## src/logic/vcx_consts.svh

```systemverilog
// constants of the divider planner and its synthesizer end
// Function
// - output is vco over hs times ls
// - vco is xtal times feedback_divider, tuned by vc
// - vco between 10.8 GHz and grade maximum
// - planning assumes 152.6 MHz crystal
// - output frequency within grade range
// - divider values are unsigned and positive
// - hs divider keeps 50% duty, odd ratios
// - ls divider divides by powers of two
// - host reloads full scale gain after changes
// - vc adc rate derived from vco
// - gain is rounded 128*80e6 over adc rate
// - adc rate factor from feedback_divider integer part
// - feedback_divider integer part by truncation
// - estimate total divide from minimum vco
// - pick smallest ls ratio that fits
// - nearest valid hs keeping vco above minimum
// - feedback_divider is vco over crystal at mid
// - feedback_divider is 11.32 unsigned fixed point
// - hs above 33 must be even
// - ls exponent 5 to 7 gives 32
`ifndef VCX_CONSTS_SVH
`define VCX_CONSTS_SVH
// ----------------------------------------------------------------
// frequency plan, in hertz
// ----------------------------------------------------------------
`define VCX_XTAL_HZ 34'd152600000
`define VCX_VCO_MIN_HZ 34'd10800000000
`define VCX_VCO_MAX_A 34'd13122222022
`define VCX_VCO_MAX_B 34'd12511886114
`define VCX_VCO_MAX_CD 34'd12206718160
`define VCX_FOUT_MIN 32'd200000
`define VCX_FOUT_MAX_A 32'd3000000000
`define VCX_FOUT_MAX_B 32'd1500000000
`define VCX_FOUT_MAX_C 32'd800000000
`define VCX_FOUT_MAX_D 32'd325000000
`define VCX_GAIN_NUM (37'd128 * 37'd80000000 * 37'd8)
// ----------------------------------------------------------------
// divider limits
// ----------------------------------------------------------------
`define VCX_HS_MIN 11'h004
`define VCX_HS_ODD_MAX 11'h021
`define VCX_HS_MAX 11'h07FE
`define VCX_LS_EXP_MAX 3'h5
`define VCX_FX_EDGE0 11'h048
`define VCX_FX_EDGE1 11'h04F
`define VCX_FX_EDGE2 11'h056
`define VCX_FX_F0 5'h10
`define VCX_FX_F1 5'h12
`define VCX_FX_F2 5'h14
`define VCX_FX_F3 5'h16
`define VCX_DIV_STEPS 7'h42
// ----------------------------------------------------------------
// synthesizer model
// ----------------------------------------------------------------
`define VCX_TICK_SHIFT 16
`define VCX_VDD_MV 3300
`define VCX_PPM_RECIP 23'd1125900
`define VCX_FB_RST 43'h048_0000_0000
`define VCX_HS_RST 11'h046
`define VCX_LS_RST 3'h0
`define VCX_GAIN_RST 8'h80
`define VCX_KV_RST 16'h0000
// ----------------------------------------------------------------
// host register byte offsets
// ----------------------------------------------------------------
`define VCX_REG_CTRL 8'h00
`define VCX_REG_FOUT 8'h04
`define VCX_REG_KV 8'h08
`define VCX_REG_STATUS 8'h0C
`define VCX_REG_HSLS 8'h10
`define VCX_REG_FBLO 8'h14
`define VCX_REG_FBHI 8'h18
`define VCX_REG_GAIN 8'h1C
`endif

```

## src/logic/vcx_pkg.sv

```systemverilog
// shared types and the adc rate factor lookup
`include "vcx_consts.svh"
package vcx_pkg;
	typedef logic [42:0] vcx_feedback_divider_t;
	typedef enum logic [1:0] {
		GRADE_A = 2'h0,
		GRADE_B = 2'h1,
		GRADE_C = 2'h2,
		GRADE_D = 2'h3
	} vcx_grade_e;
	typedef enum logic [3:0] {
		S_IDLE = 4'h0,
		S_RANGE = 4'h1,
		S_DIV = 4'h2,
		S_MT = 4'h3,
		S_LSSEL = 4'h4,
		S_HSSEL = 4'h5,
		S_VCO = 4'h6,
		S_FB = 4'h7,
		S_GAIN = 4'h8,
		S_LOAD = 4'h9,
		S_WACK = 4'hA
	} vcx_state_e;

	function automatic logic [4:0] vcx_adc_factor(input logic [10:0] fb_int);
		if (fb_int < `VCX_FX_EDGE0)
			vcx_adc_factor = `VCX_FX_F0;
		else if (fb_int < `VCX_FX_EDGE1)
			vcx_adc_factor = `VCX_FX_F1;
		else if (fb_int < `VCX_FX_EDGE2)
			vcx_adc_factor = `VCX_FX_F2;
		else
			vcx_adc_factor = `VCX_FX_F3;
	endfunction
endpackage

```

## src/logic/vcx_link_if.sv

```systemverilog
// settings link between the planner host and the synthesizer end
interface vcx_link_if;
	logic load;
	vcx_pkg::vcx_feedback_divider_t feedback_divider;
	logic [10:0] high_speed_output_divider;
	logic [2:0] low_speed_power2_divider;
	logic [7:0] vc_adc_full_scale_gain;
	logic [15:0] tuning_gain_ppm_per_volt;
	logic load_ack;
	modport dev (
		input load,
		input feedback_divider,
		input high_speed_output_divider,
		input low_speed_power2_divider,
		input vc_adc_full_scale_gain,
		input tuning_gain_ppm_per_volt,
		output load_ack
	);
	modport host (
		output load,
		output feedback_divider,
		output high_speed_output_divider,
		output low_speed_power2_divider,
		output vc_adc_full_scale_gain,
		output tuning_gain_ppm_per_volt,
		input load_ack
	);
endinterface

```

## src/logic/vcx_planner_host.sv

```systemverilog
// planner end: apb slave that derives and loads divider settings
`include "vcx_consts.svh"
module vcx_planner_host #(
	parameter int ADDR_W = 8
) (
	input wire logic pclk,
	input wire logic presetn,
	input wire logic psel,
	input wire logic penable,
	input wire logic pwrite,
	input wire logic [ADDR_W-1:0] paddr,
	input wire logic [31:0] pwdata,
	output logic [31:0] prdata,
	output logic pready,
	output logic pslverr,
	vcx_link_if.host link
);
	import vcx_pkg::*;

	if (ADDR_W < 5 || ADDR_W > 32)
	begin : g_chk
		$error("vcx_planner_host address width out of range");
	end

	// ----------------------------------------------------------------
	// registers
	// ----------------------------------------------------------------
	vcx_state_e state_reg;
	vcx_state_e ret_reg;
	vcx_grade_e grade_reg;
	logic [31:0] fout_reg;
	logic [15:0] kv_reg;
	logic busy_reg;
	logic done_reg;
	logic fail_reg;
	logic [10:0] hs_reg;
	logic [2:0] exp_reg;
	logic [15:0] mt_reg;
	logic [33:0] fvco_reg;
	vcx_feedback_divider_t fb_reg;
	logic [4:0] factor_reg;
	logic [7:0] gain_reg;
	logic load_reg;
	logic [65:0] num_reg;
	logic [33:0] den_reg;
	logic [34:0] rem_reg;
	logic [6:0] cnt_reg;

	// ----------------------------------------------------------------
	// apb decode
	// ----------------------------------------------------------------
	wire [7:0] addr8 = 8'(paddr);
	wire high_zero = (ADDR_W <= 8) ? 1'b1 : ((paddr >> 8) == '0);
	wire setup = psel && !penable;
	wire wr_go = psel && penable && pready && pwrite;
	wire hit_ctrl = high_zero && addr8 == `VCX_REG_CTRL;
	wire hit_fout = high_zero && addr8 == `VCX_REG_FOUT;
	wire hit_kv = high_zero && addr8 == `VCX_REG_KV;
	wire hit_stat = high_zero && addr8 == `VCX_REG_STATUS;
	wire hit_hsls = high_zero && addr8 == `VCX_REG_HSLS;
	wire hit_fblo = high_zero && addr8 == `VCX_REG_FBLO;
	wire hit_fbhi = high_zero && addr8 == `VCX_REG_FBHI;
	wire hit_gain = high_zero && addr8 == `VCX_REG_GAIN;
	wire hit_any = hit_ctrl | hit_fout | hit_kv | hit_stat | hit_hsls | hit_fblo |
		hit_fbhi | hit_gain;
	// a start while busy is dropped so results are never mixed
	wire start_go = wr_go && hit_ctrl && pwdata[0] && !busy_reg;
	wire [31:0] rd_mux =
		hit_ctrl ? {29'h0000_0000, grade_reg, 1'b0} :
		hit_fout ? fout_reg :
		hit_kv ? {16'h0000, kv_reg} :
		hit_stat ? {29'h0000_0000, fail_reg, done_reg, busy_reg} :
		hit_hsls ? {17'h0_0000, exp_reg, 1'b0, hs_reg} :
		hit_fblo ? fb_reg[31:0] :
		hit_fbhi ? {21'h00_0000, fb_reg[42:32]} :
		hit_gain ? {19'h0_0000, factor_reg, gain_reg} : 32'h0000_0000;

	always_ff @(posedge pclk or negedge presetn)
	begin
		if (!presetn)
		begin
			pready <= 1'b0;
			pslverr <= 1'b0;
			prdata <= 32'h0000_0000;
			grade_reg <= GRADE_A;
			fout_reg <= 32'h0000_0000;
			kv_reg <= `VCX_KV_RST;
		end
		else
		begin
			pready <= setup;
			pslverr <= setup && !hit_any;
			if (setup)
				prdata <= rd_mux;
			if (wr_go && hit_ctrl && !busy_reg)
				grade_reg <= vcx_grade_e'(pwdata[2:1]);
			if (wr_go && hit_fout && !busy_reg)
				fout_reg <= pwdata;
			if (wr_go && hit_kv && !busy_reg)
				kv_reg <= pwdata[15:0];
		end
	end

	// ----------------------------------------------------------------
	// grade limits and datapath
	// ----------------------------------------------------------------
	wire [31:0] fout_max = (grade_reg == GRADE_A) ? `VCX_FOUT_MAX_A :
		(grade_reg == GRADE_B) ? `VCX_FOUT_MAX_B :
		(grade_reg == GRADE_C) ? `VCX_FOUT_MAX_C : `VCX_FOUT_MAX_D;
	wire [33:0] vco_max = (grade_reg == GRADE_A) ? `VCX_VCO_MAX_A :
		(grade_reg == GRADE_B) ? `VCX_VCO_MAX_B : `VCX_VCO_MAX_CD;
	wire fout_bad = fout_reg < `VCX_FOUT_MIN || fout_reg > fout_max;

	// restoring divider, one quotient bit per cycle into num_reg
	wire [34:0] rem_sh = {rem_reg[33:0], num_reg[65]};
	wire rem_ge = rem_sh >= {1'b0, den_reg};
	wire [34:0] rem_new = rem_ge ? rem_sh - {1'b0, den_reg} : rem_sh;

	wire [16:0] ls_round = 17'(({1'b0, mt_reg} + (17'h0_0001 << exp_reg)) - 17'h0_0001);
	wire [16:0] hs_try = ls_round >> exp_reg;
	wire [47:0] fvco_prod = 48'(fout_reg) * 48'(hs_reg);
	wire [47:0] fvco_calc = fvco_prod << exp_reg;
	wire [4:0] factor_new = vcx_adc_factor(num_reg[42:32]);
	wire [65:0] gain_num = 66'(`VCX_GAIN_NUM) * 66'(factor_new) + 66'(fvco_reg >> 1);

	// ----------------------------------------------------------------
	// planning sequence
	// ----------------------------------------------------------------
	always_ff @(posedge pclk or negedge presetn)
	begin
		if (!presetn)
		begin
			state_reg <= S_IDLE;
			ret_reg <= S_IDLE;
			busy_reg <= 1'b0;
			done_reg <= 1'b0;
			fail_reg <= 1'b0;
			hs_reg <= `VCX_HS_RST;
			exp_reg <= `VCX_LS_RST;
			mt_reg <= 16'h0000;
			fvco_reg <= 34'h0_0000_0000;
			fb_reg <= `VCX_FB_RST;
			factor_reg <= `VCX_FX_F0;
			gain_reg <= `VCX_GAIN_RST;
			load_reg <= 1'b0;
			num_reg <= '0;
			den_reg <= 34'h0_0000_0001;
			rem_reg <= '0;
			cnt_reg <= 7'h00;
		end
		else
		begin
			load_reg <= 1'b0;
			case (state_reg)
				S_IDLE:
					if (start_go)
					begin
						busy_reg <= 1'b1;
						done_reg <= 1'b0;
						fail_reg <= 1'b0;
						state_reg <= S_RANGE;
					end
				S_RANGE:
					if (fout_bad)
					begin
						fail_reg <= 1'b1;
						busy_reg <= 1'b0;
						state_reg <= S_IDLE;
					end
					else
					begin
						num_reg <= 66'(`VCX_VCO_MIN_HZ);
						den_reg <= {2'b00, fout_reg};
						rem_reg <= '0;
						cnt_reg <= `VCX_DIV_STEPS;
						ret_reg <= S_MT;
						state_reg <= S_DIV;
					end
				S_DIV:
				begin
					num_reg <= {num_reg[64:0], rem_ge};
					rem_reg <= rem_new;
					cnt_reg <= cnt_reg - 7'h01;
					if (cnt_reg == 7'h01)
						state_reg <= ret_reg;
				end
				S_MT:
				begin
					// ceiling keeps the vco at or above its minimum
					mt_reg <= num_reg[15:0] + {15'h0000, rem_reg != '0};
					exp_reg <= 3'h0;
					state_reg <= S_LSSEL;
				end
				S_LSSEL:
					if (hs_try <= {6'h00, `VCX_HS_MAX})
					begin
						hs_reg <= hs_try[10:0];
						state_reg <= S_HSSEL;
					end
					else if (exp_reg == `VCX_LS_EXP_MAX)
					begin
						fail_reg <= 1'b1;
						busy_reg <= 1'b0;
						state_reg <= S_IDLE;
					end
					else
						exp_reg <= exp_reg + 3'h1;
				S_HSSEL:
				begin
					if (hs_reg < `VCX_HS_MIN)
						hs_reg <= `VCX_HS_MIN;
					else if (hs_reg > `VCX_HS_ODD_MAX && hs_reg[0])
						hs_reg <= hs_reg + 11'h001;
					state_reg <= S_VCO;
				end
				S_VCO:
					if (fvco_calc > {14'h0000, vco_max} || fvco_calc < 48'(`VCX_VCO_MIN_HZ))
					begin
						fail_reg <= 1'b1;
						busy_reg <= 1'b0;
						state_reg <= S_IDLE;
					end
					else
					begin
						fvco_reg <= fvco_calc[33:0];
						num_reg <= {fvco_calc[33:0], 32'h0000_0000};
						den_reg <= `VCX_XTAL_HZ;
						rem_reg <= '0;
						cnt_reg <= `VCX_DIV_STEPS;
						ret_reg <= S_FB;
						state_reg <= S_DIV;
					end
				S_FB:
				begin
					fb_reg <= num_reg[42:0];
					factor_reg <= factor_new;
					num_reg <= gain_num;
					den_reg <= fvco_reg;
					rem_reg <= '0;
					cnt_reg <= `VCX_DIV_STEPS;
					ret_reg <= S_GAIN;
					state_reg <= S_DIV;
				end
				S_GAIN:
				begin
					gain_reg <= (num_reg[65:8] != '0) ? 8'hFF : num_reg[7:0];
					state_reg <= S_LOAD;
				end
				S_LOAD:
				begin
					load_reg <= 1'b1;
					state_reg <= S_WACK;
				end
				S_WACK:
					if (link.load_ack)
					begin
						done_reg <= 1'b1;
						busy_reg <= 1'b0;
						state_reg <= S_IDLE;
					end
				default:
					state_reg <= S_IDLE;
			endcase
		end
	end

	// ----------------------------------------------------------------
	// link drive
	// ----------------------------------------------------------------
	assign link.load = load_reg;
	assign link.feedback_divider = fb_reg;
	assign link.high_speed_output_divider = hs_reg;
	assign link.low_speed_power2_divider = exp_reg;
	assign link.vc_adc_full_scale_gain = gain_reg;
	assign link.tuning_gain_ppm_per_volt = kv_reg;
endmodule // vcx_planner_host

```

## src/flat_wrapper.sv

```systemverilog
// flat-port wrapper written by rule: the top's interface ports become plain ports
module vcx_planner_host_flat import vcx_pkg::*;
#(
	parameter int ADDR_W = 8
)
  (pclk, presetn, psel, penable, pwrite, paddr, pwdata, prdata, pready, pslverr, link_load, link_feedback_divider, link_high_speed_output_divider, link_low_speed_power2_divider, link_vc_adc_full_scale_gain, link_tuning_gain_ppm_per_volt, link_load_ack);
  vcx_link_if link_i ();
  input wire logic pclk;
  input wire logic presetn;
  input wire logic psel;
  input wire logic penable;
  input wire logic pwrite;
  input wire logic [ADDR_W-1:0] paddr;
  input wire logic [31:0] pwdata;
  output logic [31:0] prdata;
  output logic pready;
  output logic pslverr;
  output wire logic [$bits(link_i.load)-1:0] link_load;
  output wire logic [$bits(link_i.feedback_divider)-1:0] link_feedback_divider;
  output wire logic [$bits(link_i.high_speed_output_divider)-1:0] link_high_speed_output_divider;
  output wire logic [$bits(link_i.low_speed_power2_divider)-1:0] link_low_speed_power2_divider;
  output wire logic [$bits(link_i.vc_adc_full_scale_gain)-1:0] link_vc_adc_full_scale_gain;
  output wire logic [$bits(link_i.tuning_gain_ppm_per_volt)-1:0] link_tuning_gain_ppm_per_volt;
  input wire logic [$bits(link_i.load_ack)-1:0] link_load_ack;
  assign link_load = link_i.load;
  assign link_feedback_divider = link_i.feedback_divider;
  assign link_high_speed_output_divider = link_i.high_speed_output_divider;
  assign link_low_speed_power2_divider = link_i.low_speed_power2_divider;
  assign link_vc_adc_full_scale_gain = link_i.vc_adc_full_scale_gain;
  assign link_tuning_gain_ppm_per_volt = link_i.tuning_gain_ppm_per_volt;
  assign link_i.load_ack = link_load_ack;
  vcx_planner_host #(.ADDR_W(ADDR_W)) u_core (.pclk(pclk), .presetn(presetn), .psel(psel), .penable(penable), .pwrite(pwrite), .paddr(paddr), .pwdata(pwdata), .prdata(prdata), .pready(pready), .pslverr(pslverr), .link(link_i));
endmodule
```

## config.mk

```make
export PLATFORM = sky130hd
export DESIGN_NAME = vcx_planner_host_flat
export DESIGN_NICKNAME = d
export VERILOG_FILES = /design/src/logic/vcx_pkg.sv /design/src/logic/vcx_link_if.sv /design/src/logic/vcx_planner_host.sv /design/src/flat_wrapper.sv
export VERILOG_INCLUDE_DIRS = /design/src /design/src/logic
export SDC_FILE = /design/constraint.sdc
export NUM_CORES = 2
export LEC_CHECK = 0
export BUFFER_PORTS_ARGS = -buffer_cell sky130_fd_sc_hd__buf_2
export CAP_MARGIN = 40
export CORE_ASPECT_RATIO = 1.5
export CORE_MARGIN = 4
export CORE_UTILIZATION = 50
export CTS_CLUSTER_DIAMETER = 200
export DETAILED_ROUTE_END_ITERATION = 12
export GPL_ROUTABILITY_DRIVEN = 0
export GPL_TIMING_DRIVEN = 0
export PLACE_DENSITY = 0.67
export SLEW_MARGIN = 40
export SYNTH_ARGS = -nofsm -noshare
export SYNTH_HDL_FRONTEND = slang
export SYNTH_SLANG_ARGS = --single-unit
export TNS_END_PERCENT = 10
```

## constraint.sdc

```tcl
create_clock -name pclk -period 12.1 [get_ports pclk]
set_clock_uncertainty 0.05 [all_clocks]
set_input_delay 2.42 -clock pclk [delete_from_list [all_inputs] [get_ports pclk]]
set_output_delay 2.42 -clock pclk [all_outputs]
set_load 0.05 [all_outputs]
```

==> results_dict.tcl <==
set metrics [dict create \
    ioPinCount 162 \
    synth.cell_area_mm2 0.03533 \
    cts_buffers 34 \
    clockBufferDepth 3 \
    yosysTopAreaCellShare_pct 24.58 \
    fmax_ghz 0.08772 \
    synth_xor_area_share_pct 2.207 \
    yosys-top-cells-area "dfrtp_1 (25%), fa_1 (15%), ha_1 (7.9%)" \
    r2r_end "u_core.num_reg[28]$_DFFE_PN0P_" \
    critPathBufInv 8 \
    slew_viol_final 0 \
    avgSynthCellArea_um2 8.962 \
    antenna_found_initial 10 \
    min_from "u_core.prdata[3]$_DFFE_PN0P_" \
    startpoint_type "flip-flop" \
    rsz0062_at_grt "false" \
    r2r_slack_ns 0.70 \
    synth_seq_cells 354 \
    first_global_vias 33340 \
    clkSinkCount 354 \
    period_share_pct 94.22 \
    crit_path_max_fanout 10 \
    max_stage_delay_ns 0.80 \
    synth-main-ff-cell "dfrtp_1" \
    synth-edff-count 0 \
    synth_largest_area_cell "dfrtp_1" \
    synthArstFlopShare_pct 100.0 \
    synth_compound_area_share_pct 18.25 \
    tightest_slew_ns 0.9939 \
    yosysMostFrequentCell "nand2_1" \
    fp.dieH_um 333.5 \
    synth_warnings 0 \
    rr_startpoint "u_core.link.high_speed_output_divider[2]$_DFFE_PN1P_" \
    yosysUniqueCellTypes 101 \
    grt_max_degree 74 \
    postSynthCellCount 3942 \
    tritoncts "yes" \
    crit_required_ns 12.48 \
    crit_type "reg2reg" \
    muxShareOfSynthArea_pct 7.902 \
    synth-simple-area-share_pct 16.11 \
    min_path_type "reg2reg" \
    setup_violations 0 \
    setup_tns_ns 0 \
    crit_family "adder cells" \
    die_x_um 225.0 \
    ir_drop_mv 0.1216 \
    crit_arrival_ns 11.78 \
    nets 4690 \
    slowest_stage "clkbuf_1" \
    clk_latency_ns 0.56 \
    rows 119 \
    cp-end-kind "flip-flop" \
    synth_commonest_cells "nand2_1 (517), inv_1 (397), dfrtp_1 (347)" \
    synth_fa_ha_area_share_pct 23.34 \
    grt-ovfl-total 0 \
    largest_reg_flops 66 \
    yosysSeqAreaShare_pct 25.10 \
    initial_core_util_pct 50.37 \
    placed_cells 5019 \
    wirelength_um 140900 \
    cp.depth 32 \
    drtAntennaViolNets 0 \
    slew_headroom_pct 33.74 \
    cts_resized 0 \
    vias 33020 \
    h-tree-depth 2 \
    post_drt_wl_per_cell_um 27.70 \
    min_period_ns 11.40 \
    post-route-drc-count 0 \
    fin_cells 5085 \
    regArea_mm2 0.008867 \
    holdPathStages 2 \
    holdPathEnd "u_core.prdata[3]$_DFFE_PN0P_" \
    r2r_cells 32 \
    synth_top_family_by_area "adder cells" \
    cts_setup_buffers 0 \
    portBuffers 159 \
    dr.pass1.iters 6 \
    via_per_inst 6.494 \
    die_area_mm2 0.07506 \
    core_area_mm2 0.07013 \
    drive_gt1_share_pct 11.38 \
    status "finished, final reports clean" \
    grt_pass1_wl_um 210000 \
    powerDensity_mw_per_mm2 62.86 \
    dp.final_hpwl_um 112300 \
    clk_pin_slew_worst_paths_ns 0.07 \
    clk_root_buffer_cell "clkbuf_16" \
    grt_usage_pct 37.01 \
    hold_buffers 0 \
    first_iter_violations 3216 \
    timing.max_cap.violations 0 \
    nFillCells 6605 \
    power_leakage_nw 18.10 \
    syn2layout_area_growth_pct 9.478 \
    multiInputGateArea_mm2 0.02403 \
    hold_violations 0 \
    syn-num-nets 4483 \
]
## report_power, final
group	total, W	switching, W	internal (W)	leakage (nW)
clock	0.00113	0.000512	0.000622	0.552
sequential	0.00120	0.00000641	0.00119	4.59
combinational	0.000100	0.0000767	0.0000236	13.0
## cell usage in the layout (no fill, tap or decap), types with 30 or more instances in the layout
| master | instances |
|---|---|
| xnor2_1 | 61 |
| nand4_1 | 46 |
| and2_1 | 156 |
| a21oi_1 | 179 |
| mux2i_1 | 93 |
| nand2_1 | 517 |
| o2bb2ai_1 | 32 |
| clkbuf_16 | 35 |
| clkbuf_1 | 198 |
| o21ai_0 | 182 |
| nor4_1 | 39 |
| mux2_2 | 95 |
| nand3_1 | 60 |
| fa_1 | 272 |
| nor3_1 | 51 |
| ha_1 | 223 |
| buf_2 | 180 |
| a21o_1 | 74 |
| nor2_1 | 175 |
| a221oi_1 | 30 |
| a22oi_1 | 52 |
| a31oi_1 | 38 |
| inv_1 | 397 |
| dfrtp_1 | 347 |
## cell type report
cell class              count  area share, %
well taps                 907          2.934
multi-input cells        2941          62.14
clock buffers              45          2.439
inverters                 400          3.882
flip-flops and latches    354          22.93
plain buffers             247          2.640
clock inverters            15         0.4562
repair buffers            171          2.549
diodes                      5        0.03235
## kinds of logic after synthesis
logic type,after synthesis
AO/OA/AOI/OAI,926
XOR/XNOR,89
adder cells (fa/ha/maj),496
buffers and inverters,647
flip-flops,354
multiplexers,233
AND/OR/NAND/NOR,1197
## per-stage QoR
step | setup slack, ns | hold slack, ns | power, W | util (%) | cell area (um2)
2_1_floorplan | 3.456 | 0.3983 | 0.001261 | - | 35330
3_3_place_gp | 0.8427 | 0.4140 | 0.001314 | 53.13 | 37260
3_5_place_dp | 1.176 | 0.4230 | 0.001320 | 53.49 | 37510
4_1_cts | 1.113 | 0.4382 | 0.002434 | 55.09 | 38630
5_1_grt | 0.4067 | 0.4549 | 0.002483 | 55.13 | 38660
6_report | 0.6998 | 0.4346 | 0.002431 | 55.15 | 38670
## tightest hold or removal path, delay by kind of cell (launching register included)
kind | cells | cell delay (ns)
flip-flops | 1 | 0.33
AO/OA/AOI/OAI | 1 | 0.07
AND/OR/NAND/NOR | 1 | 0.04
## routing by layer
| metal | wire length [um] | track usage, % | vias up |
|---|---|---|---|
| met3 | 11800 | 6.366 | 723 |
| met4 | 15850 | 31.29 | 4 |
| met2 | 66580 | 61.46 | 1886 |
| li1 | - | - | 14160 |
| met5 | 33 | 0 | - |
| met1 | 46590 | 40.98 | 16250 |
## worst max-delay path by stage
stage | start | to | slack (ns)
finish | u_core.link.high_speed_output_divider[2]$_DFFE_PN1P_ | u_core.num_reg[28]$_DFFE_PN0P_ | 0.70
CTS | u_core.link.high_speed_output_divider[2]$_DFFE_PN1P_ | u_core.num_reg[28]$_DFFE_PN0P_ | 1.11
detailed placement | u_core.link.high_speed_output_divider[2]$_DFFE_PN1P_ | u_core.num_reg[28]$_DFFE_PN0P_ | 1.18
floorplan | u_core.link.high_speed_output_divider[4]$_DFFE_PN0P_ | u_core.num_reg[31]$_DFFE_PN0P_ | 3.46
global placement | u_core.link.high_speed_output_divider[6]$_DFFE_PN1P_ | u_core.num_reg[29]$_DFFE_PN0P_ | 0.84
global route | u_core.link.high_speed_output_divider[2]$_DFFE_PN1P_ | u_core.num_reg[28]$_DFFE_PN0P_ | 0.41
Note: power is estimated with default switching activity, not from simulation.
